$ cat config.mk
export PLATFORM = sky130hd
export DESIGN_NAME = tsl_core
export DESIGN_NICKNAME = d
export VERILOG_FILES = /design/src/core/tsl_pkg.sv /design/src/core/tsl_sync.sv /design/src/core/tsl_nvm.sv /design/src/core/tsl_core.sv
export SDC_FILE = /design/constraint.sdc
export NUM_CORES = 1
export LEC_CHECK = 0
export BUFFER_PORTS_ARGS = -buffer_cell sky130_fd_sc_hd__buf_2
export CAP_MARGIN = 20
export CORE_ASPECT_RATIO = 1.2
export CORE_MARGIN = 1.5
export CORE_UTILIZATION = 50
export DETAILED_ROUTE_END_ITERATION = 10
export PLACE_DENSITY_LB_ADDON = 0.2
export SYNTH_ARGS = -nofsm -noshare
export SYNTH_HDL_FRONTEND = slang
export SYNTH_HIERARCHICAL = 1
export SYNTH_SLANG_ARGS = --single-unit
export TNS_END_PERCENT = 20
$ cat constraint.sdc
create_clock -name pclk -period 8.99 [get_ports pclk]
set_input_delay 0.899 -clock pclk [delete_from_list [all_inputs] [get_ports pclk]]
set_output_delay 0.899 -clock pclk [all_outputs]
set_load 0.05 [all_outputs]
$ cat src/core/tsl_pkg.sv
/*
  Shared constants and types for the timer set-point output logic:
  register map, field positions, reset values, timing counts, modes.
  Assumes a 200 MHz pclk and 32-bit APB data with byte addresses.
*/
`default_nettype none
package tsl_pkg;
  // ****************************************************************
  // clock and timing
  // ****************************************************************
  localparam int CLK_HZ      = 200_000_000;
  localparam int TICK_MS     = 1;
  localparam int TICK_CYC    = TICK_MS * (CLK_HZ / 1000);
  localparam int RST_FAST_MS = 1;
  localparam int RST_SLOW_MS = 20;
  localparam int RST_FAST_CYC = RST_FAST_MS * (CLK_HZ / 1000);
  localparam int RST_SLOW_CYC = RST_SLOW_MS * (CLK_HZ / 1000);
  localparam int CNT_W       = 23;
  // ****************************************************************
  // register map (byte offsets)
  // ****************************************************************
  localparam logic [7:0] ADDR_CTRL   = 8'h00;
  localparam logic [7:0] ADDR_SV1    = 8'h04;
  localparam logic [7:0] ADDR_SV2    = 8'h08;
  localparam logic [7:0] ADDR_PV     = 8'h0c;
  localparam logic [7:0] ADDR_STAT   = 8'h10;
  localparam logic [7:0] ADDR_IRQ_ST = 8'h14;
  localparam logic [7:0] ADDR_IRQ_MK = 8'h18;
  // ****************************************************************
  // fields and reset values
  // ****************************************************************
  localparam int CTRL_MODE_LSB = 0;
  localparam int CTRL_HOLD     = 2;
  localparam int CTRL_SLOWRST  = 3;
  localparam int CTRL_SOFTRST  = 4;
  localparam int CTRL_START    = 5;
  localparam int STAT_FIRST    = 0;
  localparam int STAT_SECOND   = 1;
  localparam int STAT_RUN      = 2;
  localparam int IRQ_FIRST     = 0;
  localparam int IRQ_SECOND    = 1;
  localparam int IRQ_SAVED     = 2;
  localparam int SV_W          = 24;
  localparam int NVM_W         = 4 + 3 * SV_W;
  localparam logic [SV_W-1:0] SV_RST  = 24'h000000;
  localparam logic [2:0]      IRQ_RST = 3'h0;
  // ****************************************************************
  // types
  // ****************************************************************
  typedef enum logic [1:0] {
    MODE_UP    = 2'b00,
    MODE_DOWN  = 2'b01,
    MODE_FCAST = 2'b10,
    MODE_ABS   = 2'b11
  } tsl_mode_t;
  typedef enum logic {
    NVM_IDLE = 1'b0,
    NVM_BUSY = 1'b1
  } tsl_nvm_st_t;
endpackage
`default_nettype wire

$ cat src/core/tsl_sync.sv
/*
  Two-flop synchroniser for a bundle of independent level inputs.
  Assumes each bit is a slow level; no multi-bit coherence is given.
*/
`default_nettype none
module tsl_sync #(
  parameter int W = 1
) (
  // clock and reset
  input  wire logic         pclk,
  input  wire logic         presetn,
  // levels
  input  wire logic [W-1:0] din,
  output logic      [W-1:0] dout
);
  logic [W-1:0] meta;
  always_ff @(posedge pclk or negedge presetn) begin
    if (!presetn) begin
      meta <= '0;
      dout <= '0;
    end else begin
      meta <= din;
      dout <= meta;
    end
  end
endmodule
`default_nettype wire

$ cat src/core/tsl_nvm.sv
/*
  Nonvolatile save sequencer: decides when a settings snapshot is
  written and runs a req/ack write towards the memory controller.
  Assumes the controller acks each request once, on the same clock.
*/
`default_nettype none
module tsl_nvm (
  // clock and reset
  input  wire logic                      pclk,
  input  wire logic                      presetn,
  // triggers
  input  wire logic                      save_req,
  input  wire logic                      pfail,
  input  wire logic                      hold_mode,
  input  wire logic [tsl_pkg::NVM_W-1:0] snap,
  // memory side
  output logic                           nvm_wr_req,
  output logic      [tsl_pkg::NVM_W-1:0] nvm_wr_data,
  input  wire logic                      nvm_wr_ack,
  output logic                           saved
);
  import tsl_pkg::*;
  tsl_nvm_st_t st;
  logic        pf_q;
  logic        pend;
  logic        trig;
  logic        pf_rise;

  assign pf_rise = pfail && !pf_q;
  // hold modes save on power loss only, the rest on every change
  assign trig = hold_mode ? pf_rise : save_req;

  always_ff @(posedge pclk or negedge presetn) begin
    if (!presetn) pf_q <= 1'b0;
    else pf_q <= pfail;
  end

  // a trigger while busy is kept so the newest snapshot still lands
  always_ff @(posedge pclk or negedge presetn) begin
    if (!presetn) begin
      st          <= NVM_IDLE;
      pend        <= 1'b0;
      nvm_wr_req  <= 1'b0;
      nvm_wr_data <= '0;
      saved       <= 1'b0;
    end else begin
      saved <= 1'b0;
      case (st)
        NVM_IDLE: begin
          if (trig || pend) begin
            nvm_wr_data <= snap;
            nvm_wr_req  <= 1'b1;
            pend        <= 1'b0;
            st          <= NVM_BUSY;
          end
        end
        NVM_BUSY: begin
          if (trig) pend <= 1'b1;
          if (nvm_wr_ack) begin
            nvm_wr_req <= 1'b0;
            saved      <= 1'b1;
            st         <= NVM_IDLE;
          end
        end
        default: st <= NVM_IDLE;
      endcase
    end
  end
endmodule
`default_nettype wire

$ cat src/core/tsl_core.sv
/*
  Timer set-point output logic with APB register access: counts
  elapsed ticks, compares against set values in four modes, drives
  two stage outputs, filters the reset pin and sequences saves.
  Assumes asynchronous start/reset/power-fail pins and a memory
  controller with req/ack write and a one-shot restore at boot.
*/
// The APB interface to the registers and the register offsets were left to the implementer.
`default_nettype none
module tsl_core #(
  parameter int TICK_CYCLES     = tsl_pkg::TICK_CYC,
  parameter int RST_FAST_CYCLES = tsl_pkg::RST_FAST_CYC,
  parameter int RST_SLOW_CYCLES = tsl_pkg::RST_SLOW_CYC
) (
  // apb
  input  wire logic                      pclk,
  input  wire logic                      presetn,
  input  wire logic                      psel,
  input  wire logic                      penable,
  input  wire logic                      pwrite,
  input  wire logic [7:0]                paddr,
  input  wire logic [31:0]               pwdata,
  output logic      [31:0]               prdata,
  output logic                           pready,
  output logic                           pslverr,
  // field pins
  input  wire logic                      start_in,
  input  wire logic                      reset_in,
  input  wire logic                      power_fail_in,
  output logic                           first_stage_output,
  output logic                           second_stage_output,
  output logic                           irq,
  // nonvolatile memory
  output logic                           nvm_wr_req,
  output logic      [tsl_pkg::NVM_W-1:0] nvm_wr_data,
  input  wire logic                      nvm_wr_ack,
  input  wire logic                      nvm_rd_valid,
  input  wire logic [tsl_pkg::NVM_W-1:0] nvm_rd_data
);
  import tsl_pkg::*;

  // ****************************************************************
  // declarations
  // ****************************************************************
  tsl_mode_t        mode;
  logic             hold_mode;
  logic             slow_rst;
  logic [SV_W-1:0]  sv1;
  logic [SV_W-1:0]  sv2;
  logic [SV_W-1:0]  elapsed;
  logic [SV_W-1:0]  pv;
  logic             running;
  logic [2:0]       irq_st;
  logic [2:0]       irq_mk;
  logic [2:0]       pins_s;
  logic             start_s;
  logic             reset_s;
  logic             pfail_s;
  logic             start_q;
  logic             start_edge;
  logic [CNT_W-1:0] rst_cnt;
  logic [CNT_W-1:0] rst_lim;
  logic             rst_hit;
  logic [CNT_W-1:0] tick_cnt;
  logic             tick;
  logic             wr;
  logic             soft_rst;
  logic             sw_start;
  logic             clear;
  logic             save_req;
  logic             saved;
  logic             first_hit;
  logic             second_hit;
  logic             first_q;
  logic             second_q;
  logic [2:0]       ev;
  logic [NVM_W-1:0] snap;

  function automatic logic is_reg(input logic [7:0] a,
                                  input logic [7:0] off);
    return a == off;
  endfunction

  function automatic logic mapped(input logic [7:0] a);
    return is_reg(a, ADDR_CTRL) || is_reg(a, ADDR_SV1) ||
           is_reg(a, ADDR_SV2) || is_reg(a, ADDR_PV) ||
           is_reg(a, ADDR_STAT) || is_reg(a, ADDR_IRQ_ST) ||
           is_reg(a, ADDR_IRQ_MK);
  endfunction

  function automatic logic reached(input logic [SV_W-1:0] v,
                                   input logic [SV_W-1:0] s);
    return v >= s;
  endfunction

  // ****************************************************************
  // pin synchronisers and start edge
  // ****************************************************************
  tsl_sync #(.W(3)) u_sync (
    .pclk    (pclk),
    .presetn (presetn),
    .din     ({power_fail_in, reset_in, start_in}),
    .dout    (pins_s)
  );
  assign start_s = pins_s[0];
  assign reset_s = pins_s[1];
  assign pfail_s = pins_s[2];

  always_ff @(posedge pclk or negedge presetn) begin
    if (!presetn) start_q <= 1'b0;
    else start_q <= start_s;
  end
  // a held reset pin blocks new starts
  assign start_edge = ((start_s && !start_q) || sw_start) && !reset_s;

  // ****************************************************************
  // reset pin width filter
  // ****************************************************************
  // short glitches on a noisy contact must not drop the outputs
  assign rst_lim = slow_rst ? CNT_W'(RST_SLOW_CYCLES)
                            : CNT_W'(RST_FAST_CYCLES);
  always_ff @(posedge pclk or negedge presetn) begin
    if (!presetn) rst_cnt <= '0;
    else if (!reset_s) rst_cnt <= '0;
    else if (rst_cnt != rst_lim) rst_cnt <= rst_cnt + CNT_W'(1);
  end
  assign rst_hit = reset_s && (rst_cnt == rst_lim);
  assign clear   = rst_hit || soft_rst;

  // ****************************************************************
  // apb slave
  // ****************************************************************
  assign wr       = psel && penable && pwrite;
  assign pready   = 1'b1;
  assign pslverr  = psel && penable && !mapped(paddr);
  assign soft_rst = wr && is_reg(paddr, ADDR_CTRL) && pwdata[CTRL_SOFTRST];
  assign sw_start = wr && is_reg(paddr, ADDR_CTRL) && pwdata[CTRL_START];

  always_ff @(posedge pclk or negedge presetn) begin
    if (!presetn) begin
      mode      <= MODE_UP;
      hold_mode <= 1'b0;
      slow_rst  <= 1'b0;
      sv1       <= SV_RST;
      sv2       <= SV_RST;
    end else if (wr) begin
      if (is_reg(paddr, ADDR_CTRL)) begin
        mode      <= tsl_mode_t'(pwdata[CTRL_MODE_LSB +: 2]);
        hold_mode <= pwdata[CTRL_HOLD];
        slow_rst  <= pwdata[CTRL_SLOWRST];
      end
      if (is_reg(paddr, ADDR_SV1)) sv1 <= pwdata[SV_W-1:0];
      if (is_reg(paddr, ADDR_SV2)) sv2 <= pwdata[SV_W-1:0];
    end else if (nvm_rd_valid) begin
      mode      <= tsl_mode_t'(nvm_rd_data[NVM_W-1 -: 2]);
      hold_mode <= nvm_rd_data[NVM_W-3];
      slow_rst  <= nvm_rd_data[NVM_W-4];
      sv1       <= nvm_rd_data[3*SV_W-1 -: SV_W];
      sv2       <= nvm_rd_data[2*SV_W-1 -: SV_W];
    end
  end

  // read data is captured in the setup cycle so the answer is
  // registered and still comes with zero wait states
  always_ff @(posedge pclk or negedge presetn) begin
    if (!presetn) prdata <= 32'h00000000;
    else if (psel && !penable && !pwrite) begin
      prdata <= 32'h00000000;
      case (paddr)
        ADDR_CTRL:   prdata <= {28'h0000000, slow_rst, hold_mode, mode};
        ADDR_SV1:    prdata <= {8'h00, sv1};
        ADDR_SV2:    prdata <= {8'h00, sv2};
        ADDR_PV:     prdata <= {8'h00, pv};
        ADDR_STAT:   prdata <= {29'h00000000, running,
                                second_stage_output, first_stage_output};
        ADDR_IRQ_ST: prdata <= {29'h00000000, irq_st};
        ADDR_IRQ_MK: prdata <= {29'h00000000, irq_mk};
        default:     prdata <= 32'h00000000;
      endcase
    end
  end

  // ****************************************************************
  // timing base
  // ****************************************************************
  assign tick = running && (tick_cnt == CNT_W'(TICK_CYCLES - 1));
  always_ff @(posedge pclk or negedge presetn) begin
    if (!presetn) tick_cnt <= '0;
    else if (clear || start_edge || tick || !running) tick_cnt <= '0;
    else tick_cnt <= tick_cnt + CNT_W'(1);
  end

  always_ff @(posedge pclk or negedge presetn) begin
    if (!presetn) running <= 1'b0;
    else if (clear) running <= 1'b0;
    else if (start_edge) running <= 1'b1;
  end

  // hold modes accumulate across starts; only a reset zeroes them
  always_ff @(posedge pclk or negedge presetn) begin
    if (!presetn) elapsed <= SV_RST;
    else if (clear) elapsed <= SV_RST;
    else if (nvm_rd_valid && !wr) elapsed <= nvm_rd_data[SV_W-1:0];
    else if (start_edge && !hold_mode) elapsed <= SV_RST;
    else if (tick && elapsed != {SV_W{1'b1}}) elapsed <= elapsed + 24'h000001;
  end

  // ****************************************************************
  // compare and output logic
  // ****************************************************************
  // the set values are re-read every cycle, so a new set value at or
  // below the elapsed count switches the output on at once
  always_comb begin
    first_hit  = 1'b0;
    second_hit = 1'b0;
    case (mode)
      MODE_UP:    second_hit = reached(elapsed, sv1);
      MODE_DOWN:  second_hit = reached(elapsed, sv1);
      MODE_FCAST: begin
        second_hit = reached(elapsed, sv1);
        first_hit  = reached(elapsed, (sv1 > sv2) ? sv1 - sv2
                                                  : SV_RST);
      end
      MODE_ABS: begin
        second_hit = reached(elapsed, sv2);
        first_hit  = reached(elapsed, sv1);
      end
      default: begin
        first_hit  = 1'b0;
        second_hit = 1'b0;
      end
    endcase
  end

  // outputs latch on until a reset; a zero set value hits as soon as
  // the start edge makes the block run
  always_ff @(posedge pclk or negedge presetn) begin
    if (!presetn) begin
      first_stage_output  <= 1'b0;
      second_stage_output <= 1'b0;
    end else if (clear) begin
      first_stage_output  <= 1'b0;
      second_stage_output <= 1'b0;
    end else if (running) begin
      if (first_hit) first_stage_output <= 1'b1;
      if (second_hit) second_stage_output <= 1'b1;
    end
  end

  // down mode shows the remaining time; deriving it from the set
  // value adds any set-value change straight to the present value
  always_ff @(posedge pclk or negedge presetn) begin
    if (!presetn) pv <= SV_RST;
    else if (mode != MODE_DOWN) pv <= elapsed;
    else if (reached(elapsed, sv1)) pv <= SV_RST;
    else pv <= sv1 - elapsed;
  end

  // ****************************************************************
  // interrupts and saves
  // ****************************************************************
  always_ff @(posedge pclk or negedge presetn) begin
    if (!presetn) begin
      first_q  <= 1'b0;
      second_q <= 1'b0;
      save_req <= 1'b0;
    end else begin
      first_q  <= first_stage_output;
      second_q <= second_stage_output;
      // one cycle late so the snapshot holds the written value
      save_req <= wr && (is_reg(paddr, ADDR_CTRL) ||
                  is_reg(paddr, ADDR_SV1) || is_reg(paddr, ADDR_SV2));
    end
  end

  assign ev = {saved, second_stage_output && !second_q,
               first_stage_output && !first_q};

  // a new event wins over a write-one-to-clear in the same cycle
  always_ff @(posedge pclk or negedge presetn) begin
    if (!presetn) begin
      irq_st <= IRQ_RST;
      irq_mk <= IRQ_RST;
    end else begin
      if (wr && is_reg(paddr, ADDR_IRQ_MK)) irq_mk <= pwdata[2:0];
      if (wr && is_reg(paddr, ADDR_IRQ_ST))
        irq_st <= (irq_st & ~pwdata[2:0]) | ev;
      else irq_st <= irq_st | ev;
    end
  end
  assign irq = |(irq_st & irq_mk);

  assign snap = {mode, hold_mode, slow_rst, sv1, sv2, elapsed};

  tsl_nvm u_nvm (
    .pclk        (pclk),
    .presetn     (presetn),
    .save_req    (save_req),
    .pfail       (pfail_s),
    .hold_mode   (hold_mode),
    .snap        (snap),
    .nvm_wr_req  (nvm_wr_req),
    .nvm_wr_data (nvm_wr_data),
    .nvm_wr_ack  (nvm_wr_ack),
    .saved       (saved)
  );
endmodule
`default_nettype wire

After elaboration in Yosys (flattened, before gate mapping)
Index checks and enable logic that the tools add are counted.

word-level totals
  output and inout bits = 114
  logic and storage cells = 175
  bits in registers = 278

cells by class
  $add $sub $neg = 5
  $lt $le $gt $ge = 4
  reductions and logical operators = 62
  multiplexer cells = 50
  bitwise operators = 6
  equality and inequality tests = 21

operators by type and width
  operator                 number
  $mux W24                 13
  $pmux W24 S7             1
  $ge A24 B24 Y1           3
  $mux W23                 3
  $sub A24 B24 Y24         2
  $add A23 B1 Y23 const B  2
  $add A24 B1 Y24 const B  1
  $eq A8 B5 Y1 const B     3
  $gt A24 B24 Y1           1
  $ne A24 B24 Y1 const B   1
  $eq A23 B18 Y1 const B   1
  $eq A23 B22 Y1           1
  $mux W1                  23
  $ne A23 B22 Y1           1
  $mux W22                 1
  $logic_and A1 B1 Y1      21
  $eq A8 B4 Y1 const B     2
  $reduce_and A2 Y1        8
  $logic_or A1 B1 Y1       12
  $logic_not A1 Y1         11
  $ne A2 B1 Y1 const B     5
  $pmux W1 S2              5
  $reduce_bool A2 Y1       5
  $eq A8 B3 Y1 const B     1
  other kinds (13)         21

Depth between registers and ports, before layout
Gate-level depths: netlist of run 1.

  word-level depth = 10
  depth in mapped cells = 22
  mapped depth without buffers = 22

Hierarchy
The synthesis of run 1 kept the hierarchy.

by module, submodules not included
  module    sequential area each (um2)  times used  cells each  area an instance (um2)
  tsl_core  4579.4                      1           1471        12927.4
  tsl_nvm   2026.9                      1           176         3168.0
  tsl_sync  150.1                       1           6           150.1

Least setup slack after synthesis of run 1
No wires, ideal clock.

  path type = register to register
  start = reg sv1[0]
  end = reg first_stage_output
  required time = 8.858 ns
  stages on the path, launching flop included = 23
  library setup time = 0.132 ns
  setup slack = 5.209 ns
  clock period less this slack = 3.781 ns
  arrival time = 3.649 ns
  path through = dfrtp_1 -> inv_1 -> ha_1 -> inv_1 -> fa_1 -> a21o_1 -> a221oi_2 -> o21ba_2 -> nor2b_1 -> nand3_1 -> a211oi_1 -> o31a_1 -> nor2b_1 -> ha_1 -> nand2b_1 -> a21oi_1 -> nor2b_1 -> o21ai_0 -> a21oi_1 -> o211ai_1 -> a21oi_1 -> a211oi_1 -> o22ai_1

on the way
  longest elaborated chain between the ends = 6

ends and longest elaborated chain
  what                                                       RTL line         text
  start, declared                                            tsl_core.sv:48   logic [SV_W-1:0] sv1;
  start signal, assigned                                     tsl_core.sv:152  if (is_reg(paddr, ADDR_SV1)) sv1 <= pwdata[SV_W-1:0];
  start signal, assigned                                     tsl_core.sv:158  sv1 <= nvm_rd_data[3*SV_W-1 -: SV_W];
  $sub A24 B24 Y24 / $gt A24 B24 Y1 (equally long branches)  tsl_core.sv:221  first_hit = reached(elapsed, (sv1 > sv2) ? sv1 - sv2
  $mux W24                                                   tsl_core.sv:221
  $ge A24 B24 Y1                                             tsl_core.sv:93   return v >= s;
  $pmux W1 S2 (*)                                            tsl_core.sv:216  case (mode)
  $reduce_bool A2 Y1 (no source line) (*)                    -
  $reduce_and A2 Y1 (no source line) (*)                     -
  end signal, assigned                                       tsl_core.sv:239  first_stage_output <= 1'b0;
  end signal, assigned                                       tsl_core.sv:242  first_stage_output <= 1'b0;
  end signal, assigned                                       tsl_core.sv:245  if (first_hit) first_stage_output <= 1'b1;
  end, declared                                              tsl_core.sv:30   output logic first_stage_output,

Every way passes the cells marked *; elsewhere a longest branch is shown, timed or not.
A chain may end at the register's enable or synchronous reset.

Worst setup path in the final report of run 1
Ends and elaborated chain as after synthesis.

==> flow_summary_export.csv, run 1 <==
group,metric,value,unit
clocking,cts_setup_buffers,0,
synthesis,yosysWarnings,6,
timing,finalSetupViolCount,0,
placed_design,place_ws,4.16,ns
setup_path,path_max_fanout,24,
pwr,vdd_drop_max,0.224,mV
floorplan,row_count,72,
synthesis,ys_types,87,
timing,period_needed,4.84,ns
pwr,leakage,8.75,nW
setup_path,cp.required,9.41,ns
drt,met1_length,20.5,mm
floorplan,die-height,200,µm
drt,route.antenna.remaining_nets,0,
timing,max_freq,0.207,GHz
synthesis,synth_common_cells,"270 x dfrtp_1, 162 x nand2_1, 144 x a21oi_1, 100 x ha_1, 88 x nor2_1",
clocking,cts-root-buf,"clkbuf_16",
clocking,cts_tree,"yes",
setup_path,worstPathArrival,5.26,ns
grt,grt_pass1_wl,73.4,mm
timing,rsz0062_at_grt,"no",
clocking,clkTransAtPathRegs,0.06,ns
synthesis,synthArstFlopShare,100,%
drt,via_count,13400,
timing,finalSetupTns,0,ns
timing,fin_crit_sh,53.8,%
clocking,clockBufferDepth,3,
timing,worst_pin_slew,1.08,ns
grt,grt_overflow_total,0,
grt,grt_start_max_net_pins,155,
setup_path,critical_path_class,"reg -> reg",
grt,gr-usage-all-layers,27.5,%
synthesis,synth_edf_count,0,
placed_design,port_buffers,222,
floorplan,die-area,0.0336,mm²
synthesis,yosysMostFrequentCell,"dfrtp_1",
grt,grt_pass1_vias,13200,
drt,met2WireLength,21.6,mm
drt,wl_met3,2.74,mm
timing,finClkSkew,0.0146,ns
clocking,cts_buffers,28,
drt,top_layer_used,"met4",
synthesis,synth.largest_area_cell,"dfrtp_1",
timing,post-route-worst-setup-slack,4.15,ns
final_layout,area_growth,14.3,%
floorplan,core,0.0321,mm²
run,max_cap_violations,0,
drt,viasPerCell,5.90,
synthesis,synth_area,0.0162,mm²
setup_path,crit_path_end_kind,"flop",
min_path,hp-class,"reg -> reg",
status,status,"completed",
floorplan,start_util,50.7,%
final_layout,nNetsFinal,2068,
final_layout,fillers,2808,
pwr,p_per_area,270,mW/mm²
clocking,cts_sinks,270,
floorplan,fp.dieW,168,µm
synthesis,synth.area.top_cells,"dfrtp_1 42%, ha_1 7.7%, a21oi_1 4.4%, mux2_2 4.1%, nand2_1 3.7%",
setup_path,cp-start-kind,"flop",
placed_design,routabilityCongestion,0.937,
clocking,h-tree-depth,1,
synthesis,synth_ff_type,"dfrtp_1",
drt,drt_iter0_drc,1089,
timing,slew_headroom,28.1,%
timing,hold_viol_final,0,
synthesis,synth_cells,1653,
synthesis,syn_area_per_cell,9.83,µm²
final_layout,drive_above_1_share,22.7,%
timing,final_max_slew_viol_count,0,
placed_design,place_hpwl,33.2,mm
drt,drc,0,
clocking,ctsResizeCount,0,
drt,totalWireLength,45.8,mm
clocking,clock_latency,0.57,ns
synthesis,synth_seq_cells,270,
timing,holdWs,0.349,ns
floorplan,io_pins,240,
drt,firstDrtPassIters,5,
clocking,cts-hold-fix-buffers,0,
synthesis,synth_top_area_share,41.6,%
drt,wire_per_inst,20.2,µm
grt,antenna_found_initial,1,
synthesis,yosysSeqAreaShare,41.6,%
## path summary, 6_finish.rpt
kind                       depth (start not counted)                              to                startpoint  slack, ns
min                                                0        u_sync/dout[2]$_DFF_PN0_  u_sync/meta[2]$_DFF_PN0_       0.35
max                                               22  first_stage_output$_DFFE_PN0P_        sv1[0]$_DFFE_PN0P_       4.15
min reg2reg                                        0        u_sync/dout[2]$_DFF_PN0_  u_sync/meta[2]$_DFF_PN0_       0.35
min in group asynchronous                          1         rst_cnt[12]$_DFFE_PN0P_                   presetn       0.39
max reg2reg                                       22  first_stage_output$_DFFE_PN0P_        sv1[0]$_DFFE_PN0P_       4.15
max in group asynchronous                          2           tick_cnt[3]$_DFF_PN0_                   presetn       7.21
## metrics by stage
step           instances  utilization [%]  power [W]  instance area, µm²
2_1_floorplan       1660                -    0.00324               16300
3_5_place_dp        2217             54.8    0.00377               17600
4_1_cts             2269             57.9    0.00503               18600
6_report            2271             57.9    0.00501               18600
5_1_grt             2270             57.9    0.00525               18600
3_3_place_gp        2216             54.7    0.00373               17600
## worst max-delay path: stages, from the launching register on
cell	delay [ns]
dfrtp_1	0.38
inv_1	0.09
ha_1	0.22
inv_1	0.07
fa_1	0.20
a21o_1	0.18
a221oi_2	0.11
o21ba_2	0.21
nor2b_1	0.29
nand3_1	0.15
a211oi_1	0.22
o31a_1	0.73
nor2b_1	0.23
ha_1	0.23
nand2b_1	0.14
a21oi_1	0.15
nor2b_1	0.06
o21ai_0	0.16
a21oi_1	0.09
o211ai_1	0.17
a21oi_1	0.10
a211oi_1	0.40
o22ai_1	0.14
## power by group
part	leakage, nW	total [W]	internal (W)	switching [W]
sequential	3.39	0.00170	0.00147	0.000231
combinational	4.87	0.00206	0.000729	0.00133
clock	0.486	0.00125	0.000748	0.000499
total	8.75	0.00501	0.00295	0.00206
## cell usage in the layout (no fill, tap or decap), types with 7 or more instances in the layout
| cell | netlist | routed |
|---|---|---|
| a211oi_1 | 30 | 30 |
| a21o_1 | 29 | 29 |
| a21oi_1 | 144 | 142 |
| a22o_1 | 9 | 9 |
| a22oi_1 | 24 | 24 |
| a31oi_1 | 12 | 12 |
| and2_1 | 48 | 48 |
| and3_1 | 14 | 14 |
| buf_2 | 8 | 221 |
| buf_4 | 12 | 10 |
| clkbuf_16 | 0 | 29 |
| conb_1 | 2 | 9 |
| dfrtp_1 | 270 | 270 |
| ha_1 | 100 | 100 |
| inv_1 | 76 | 76 |
| mux2_2 | 59 | 59 |
| mux2_4 | 40 | 40 |
| mux2i_1 | 10 | 10 |
| nand2_1 | 162 | 162 |
| nand2b_1 | 11 | 11 |
| nand3_1 | 39 | 38 |
| nand4_1 | 32 | 32 |
| nor2_1 | 88 | 88 |
| nor2b_1 | 18 | 17 |
| nor3_1 | 31 | 31 |
| nor4_1 | 7 | 7 |
| o21a_1 | 9 | 9 |
| o21ai_0 | 78 | 78 |
| o31ai_1 | 38 | 38 |
| or3_1 | 8 | 8 |
| xnor2_1 | 58 | 58 |
| xor2_1 | 27 | 27 |
## state kept, by name, summed over array words and instances (netlist names), 2 cells and up
name,flops
elapsed,24
tick_cnt,23
sv1,24
irq_st,3
u_sync/dout,3
mode,2
u_sync/meta,3
sv2,24
rst_cnt,23
prdata,24
irq_mk,3
u_nvm/nvm_wr_data,76
pv,24
## layout make-up
class	count	area [µm²]	share of cell area (%)
Antenna cell	2	5.00	0.0270
Clock buffer	40	817	4.40
Clock inverter	12	170	0.916
Inverter	76	285	1.54
Multi-Input combinational cell	1230	8780	47.3
Sequential cell	270	6760	36.4
Tap cell	407	509	2.74
Timing Repair Buffer	234	1240	6.70
## per-layer routing
| metal | up-vias | global-route usage (%) |
|---|---|---|
| met5 | - | 0 |
| met4 | 0 | 7.40 |
| met1 | 6588 | 38.3 |
| li1 | 6303 | - |
| met3 | 61 | 3.51 |
| met2 | 437 | 45.3 |
## cells by family (layout without fill, tap and decap cells)
| group | after synthesis | after routing | share of synthesized area [%] |
|---|---|---|---|
| XOR/XNOR | 85 | 85 | 4.58 |
| flip-flops | 270 | 270 | 41.6 |
| AND/OR/NAND/NOR | 493 | 493 | 15.2 |
| AO/OA/AOI/OAI | 429 | 429 | 17.1 |
| buffers and inverters | 160 | 362 | 4.70 |
| other | 2 | 11 | 0.0462 |
| multiplexers | 112 | 112 | 8.82 |
| adder cells (fa/ha/maj) | 102 | 102 | 7.95 |
Note: power is estimated with default switching activity, not from simulation.
==> inputs of run 2 (changes only) <==
clock period = 4.2 ns   (was 8.99 ns; I/O delays follow)
==> flow_summary_export.csv, run 2 (synthesis gave the netlist of run 1 again) <==
group,metric,value,unit
status,status,"completed",
drt,drt_iter0_drc,1160,
pwr,pwr-share-seq,32.1,%
placed_design,port_buffers,222,
pwr,power_frac_comb,42.2,%
setup_path,cp_cell_sequence,"inv_2, ha_2, inv_1, fa_2, a21o_1, a221oi_2, o21ba_2, nor2b_2, nand3_1, a211oi_1, o31a_1, buf_12, nand3_1, ha_1, a21o_1, a21o_1, a21oi_2, o21ai_1, a211oi_2, o22ai_1",
pwr,p_int,0.00659,W
grt,grt_overflow_total,0,
clocking,cts-root-buf,"clkbuf_16",
timing,max_freq,0.251,GHz
timing,finalSetupTns,0,ns
final_layout,largest_register_ffs,76,
placed_design,routabilityCongestion,0.983,
clocking,clkTransAtPathRegs,0.07,ns
final_layout,drive_above_1_share,25.8,%
final_layout,utilization,59.9,%
floorplan,row_count,72,
timing,hold_viol_final,0,
timing,holdWs,0.120,ns
placed_design,place_hpwl,35.7,mm
clocking,h-tree-depth,1,
floorplan,die-height,200,µm
timing,rsz0062_at_grt,"no",
setup_path,max_stage_delay,0.41,ns
setup_path,rr_endpoint,"first_stage_output$_DFFE_PN0P_",
floorplan,core,0.0321,mm²
grt,grt_pass1_vias,13400,
placed_design,placedCellCount,2276,
clocking,cts_sinks,270,
timing,finalSetupViolCount,0,
final_layout,instances_no_fill,2337,
floorplan,fp.dieW,168,µm
timing,worst_pin_slew,1.00,ns
grt,grt_pass1_wl,74.6,mm
setup_path,critPathTopFamily,"compound AO/OA/AOI/OAI gates",
final_layout,layout_commonest_cell,"dfrtp_1",
pwr,p_per_area,577,mW/mm²
pwr,swShare,40.5,%
final_layout,area_growth,18.2,%
pwr,vdd_drop_max,0.387,mV
pwr,switchingPower,0.00449,W
drt,wire_per_inst,20.3,µm
grt,grt_start_max_net_pins,110,
setup_path,worstPathArrival,4.41,ns
min_path,holdPathEnd,"slow_rst$_DFFE_PN0P_",
timing,finClkSkew,0.0208,ns
timing,final_max_slew_viol_count,0,
final_layout,nNetsFinal,2135,
min_path,hold_start,"nvm_rd_data[72]",
setup_path,path_max_fanout,23,
final_layout,largest-register,"u_nvm/nvm_wr_data",
drt,route.antenna.remaining_nets,0,
pwr,p_clk_share,25.7,%
setup_path,rr_worst_depth,20,
floorplan,io_pins,240,
floorplan,die-area,0.0336,mm²
min_path,hp-class,"in -> reg",
setup_path,cpMostUsedCell,"a21o_1",
drt,via_count,13700,
drt,totalWireLength,47.5,mm
run,max_cap_violations,0,
pwr,power.total,0.0111,W
setup_path,r2r_setup_slack,0.21,ns
min_path,min_path_cells,3,
clocking,clockBufferDepth,3,
clocking,clock_latency,0.57,ns
setup_path,critical_path_class,"reg -> reg",
timing,slew_headroom,33.3,%
timing,period_needed,3.99,ns
drt,drc,0,
setup_path,critPathSlowestCell,"dfrtp_1",
setup_path,cp-start-kind,"flop",
setup_path,r2r_start,"sv1[0]$_DFFE_PN0P_",
drt,firstDrtPassIters,5,
drt,viasPerCell,5.85,
clocking,cts_buffers,30,
grt,antenna_found_initial,1,
setup_path,cp.required,4.63,ns
final_layout,fillers,2737,
setup_path,worst-path-buf-inv,3,
timing,fin_crit_sh,94.9,%
floorplan,start_util,50.7,%
grt,gr-usage-all-layers,28.1,%
setup_path,crit_path_end_kind,"flop",
clocking,cts_tree,"yes",
final_layout,mostFrequentLayoutCells,"270 x dfrtp_1, 221 x buf_2, 162 x nand2_1",
pwr,leakage,9.11,nW
==> run 2: final cells by class <==
| class | count | area (µm²) | area share, % |
|---|---|---|---|
| clock inverters | 14 | 215 | 1.12 |
| inverters | 76 | 285 | 1.49 |
| diodes | 1 | 2.50 | 0.0130 |
| flip-flops and latches | 270 | 6760 | 35.2 |
| multi-input cells | 1230 | 8810 | 45.9 |
| clock buffers | 40 | 870 | 4.53 |
| repair buffers | 299 | 1750 | 9.10 |
| well taps | 407 | 509 | 2.65 |
==> run 2: power groups by stage <==
stage / registers, W / clock network (W) / logic [W]
finish: 0.00356 / 0.00284 / 0.00468
global route: 0.00362 / 0.00299 / 0.00499
CTS: 0.00356 / 0.00289 / 0.00464
detailed placement: 0.00360 / 0 / 0.00461
global placement: 0.00358 / 0 / 0.00456
floorplan: 0.00476 / 0 / 0.00218
==> run 2: worst register-to-register path: stages (launching register included) <==
cell      delay [ns]
dfrtp_1         0.41
inv_2           0.07
ha_2            0.17
inv_1           0.05
fa_2            0.34
a21o_1          0.22
a221oi_2        0.30
o21ba_2         0.20
nor2b_2         0.06
nand3_1         0.10
a211oi_1        0.08
o31a_1          0.34
buf_12          0.17
nand3_1         0.08
ha_1            0.25
a21o_1          0.17
a21o_1          0.19
a21oi_2         0.16
o21ai_1         0.12
a211oi_2        0.28
o22ai_1         0.09
==> run 2: worst max-delay path by stage <==
stage / start / slack (ns) / cells after the start / endpoint
final: sv1[0]$_DFFE_PN0P_ / 0.21 / 20 / first_stage_output$_DFFE_PN0P_
after global routing: sv1[0]$_DFFE_PN0P_ / 0.003 / 20 / first_stage_output$_DFFE_PN0P_
after CTS: sv1[0]$_DFFE_PN0P_ / 0.04 / 20 / first_stage_output$_DFFE_PN0P_
after detailed placement: sv1[0]$_DFFE_PN0P_ / 0.04 / 20 / first_stage_output$_DFFE_PN0P_
after global placement: sv1[0]$_DFFE_PN0P_ / 0.11 / 20 / first_stage_output$_DFFE_PN0P_
after floorplan: sv1[0]$_DFFE_PN0P_ / 0.42 / 22 / first_stage_output$_DFFE_PN0P_
==> run 2: per-stage QoR <==
step                cell area, µm²  setup slack (ns)
floorplan                    16300             0.419
global placement             18000             0.105
detailed placement           18000            0.0440
CTS                          19200            0.0353
global route                 19200           0.00250
finish                       19200             0.215
==> run 2: metal layers <==
metal	wire length [µm]	GRT usage [%]
met1	21200	39.5
met2	22700	46.4
met3	2710	3.06
met4	946	7.40
met5	0	0
==> run 2: what timing repair did <==
item | in CTS | in global routing
setup buffers | 0 | 2
hold buffers | 4 | 0
hold endpoints to repair | 95 | 0
resized for setup | 0 | 10
endpoints found under the setup margin | 0 | 1
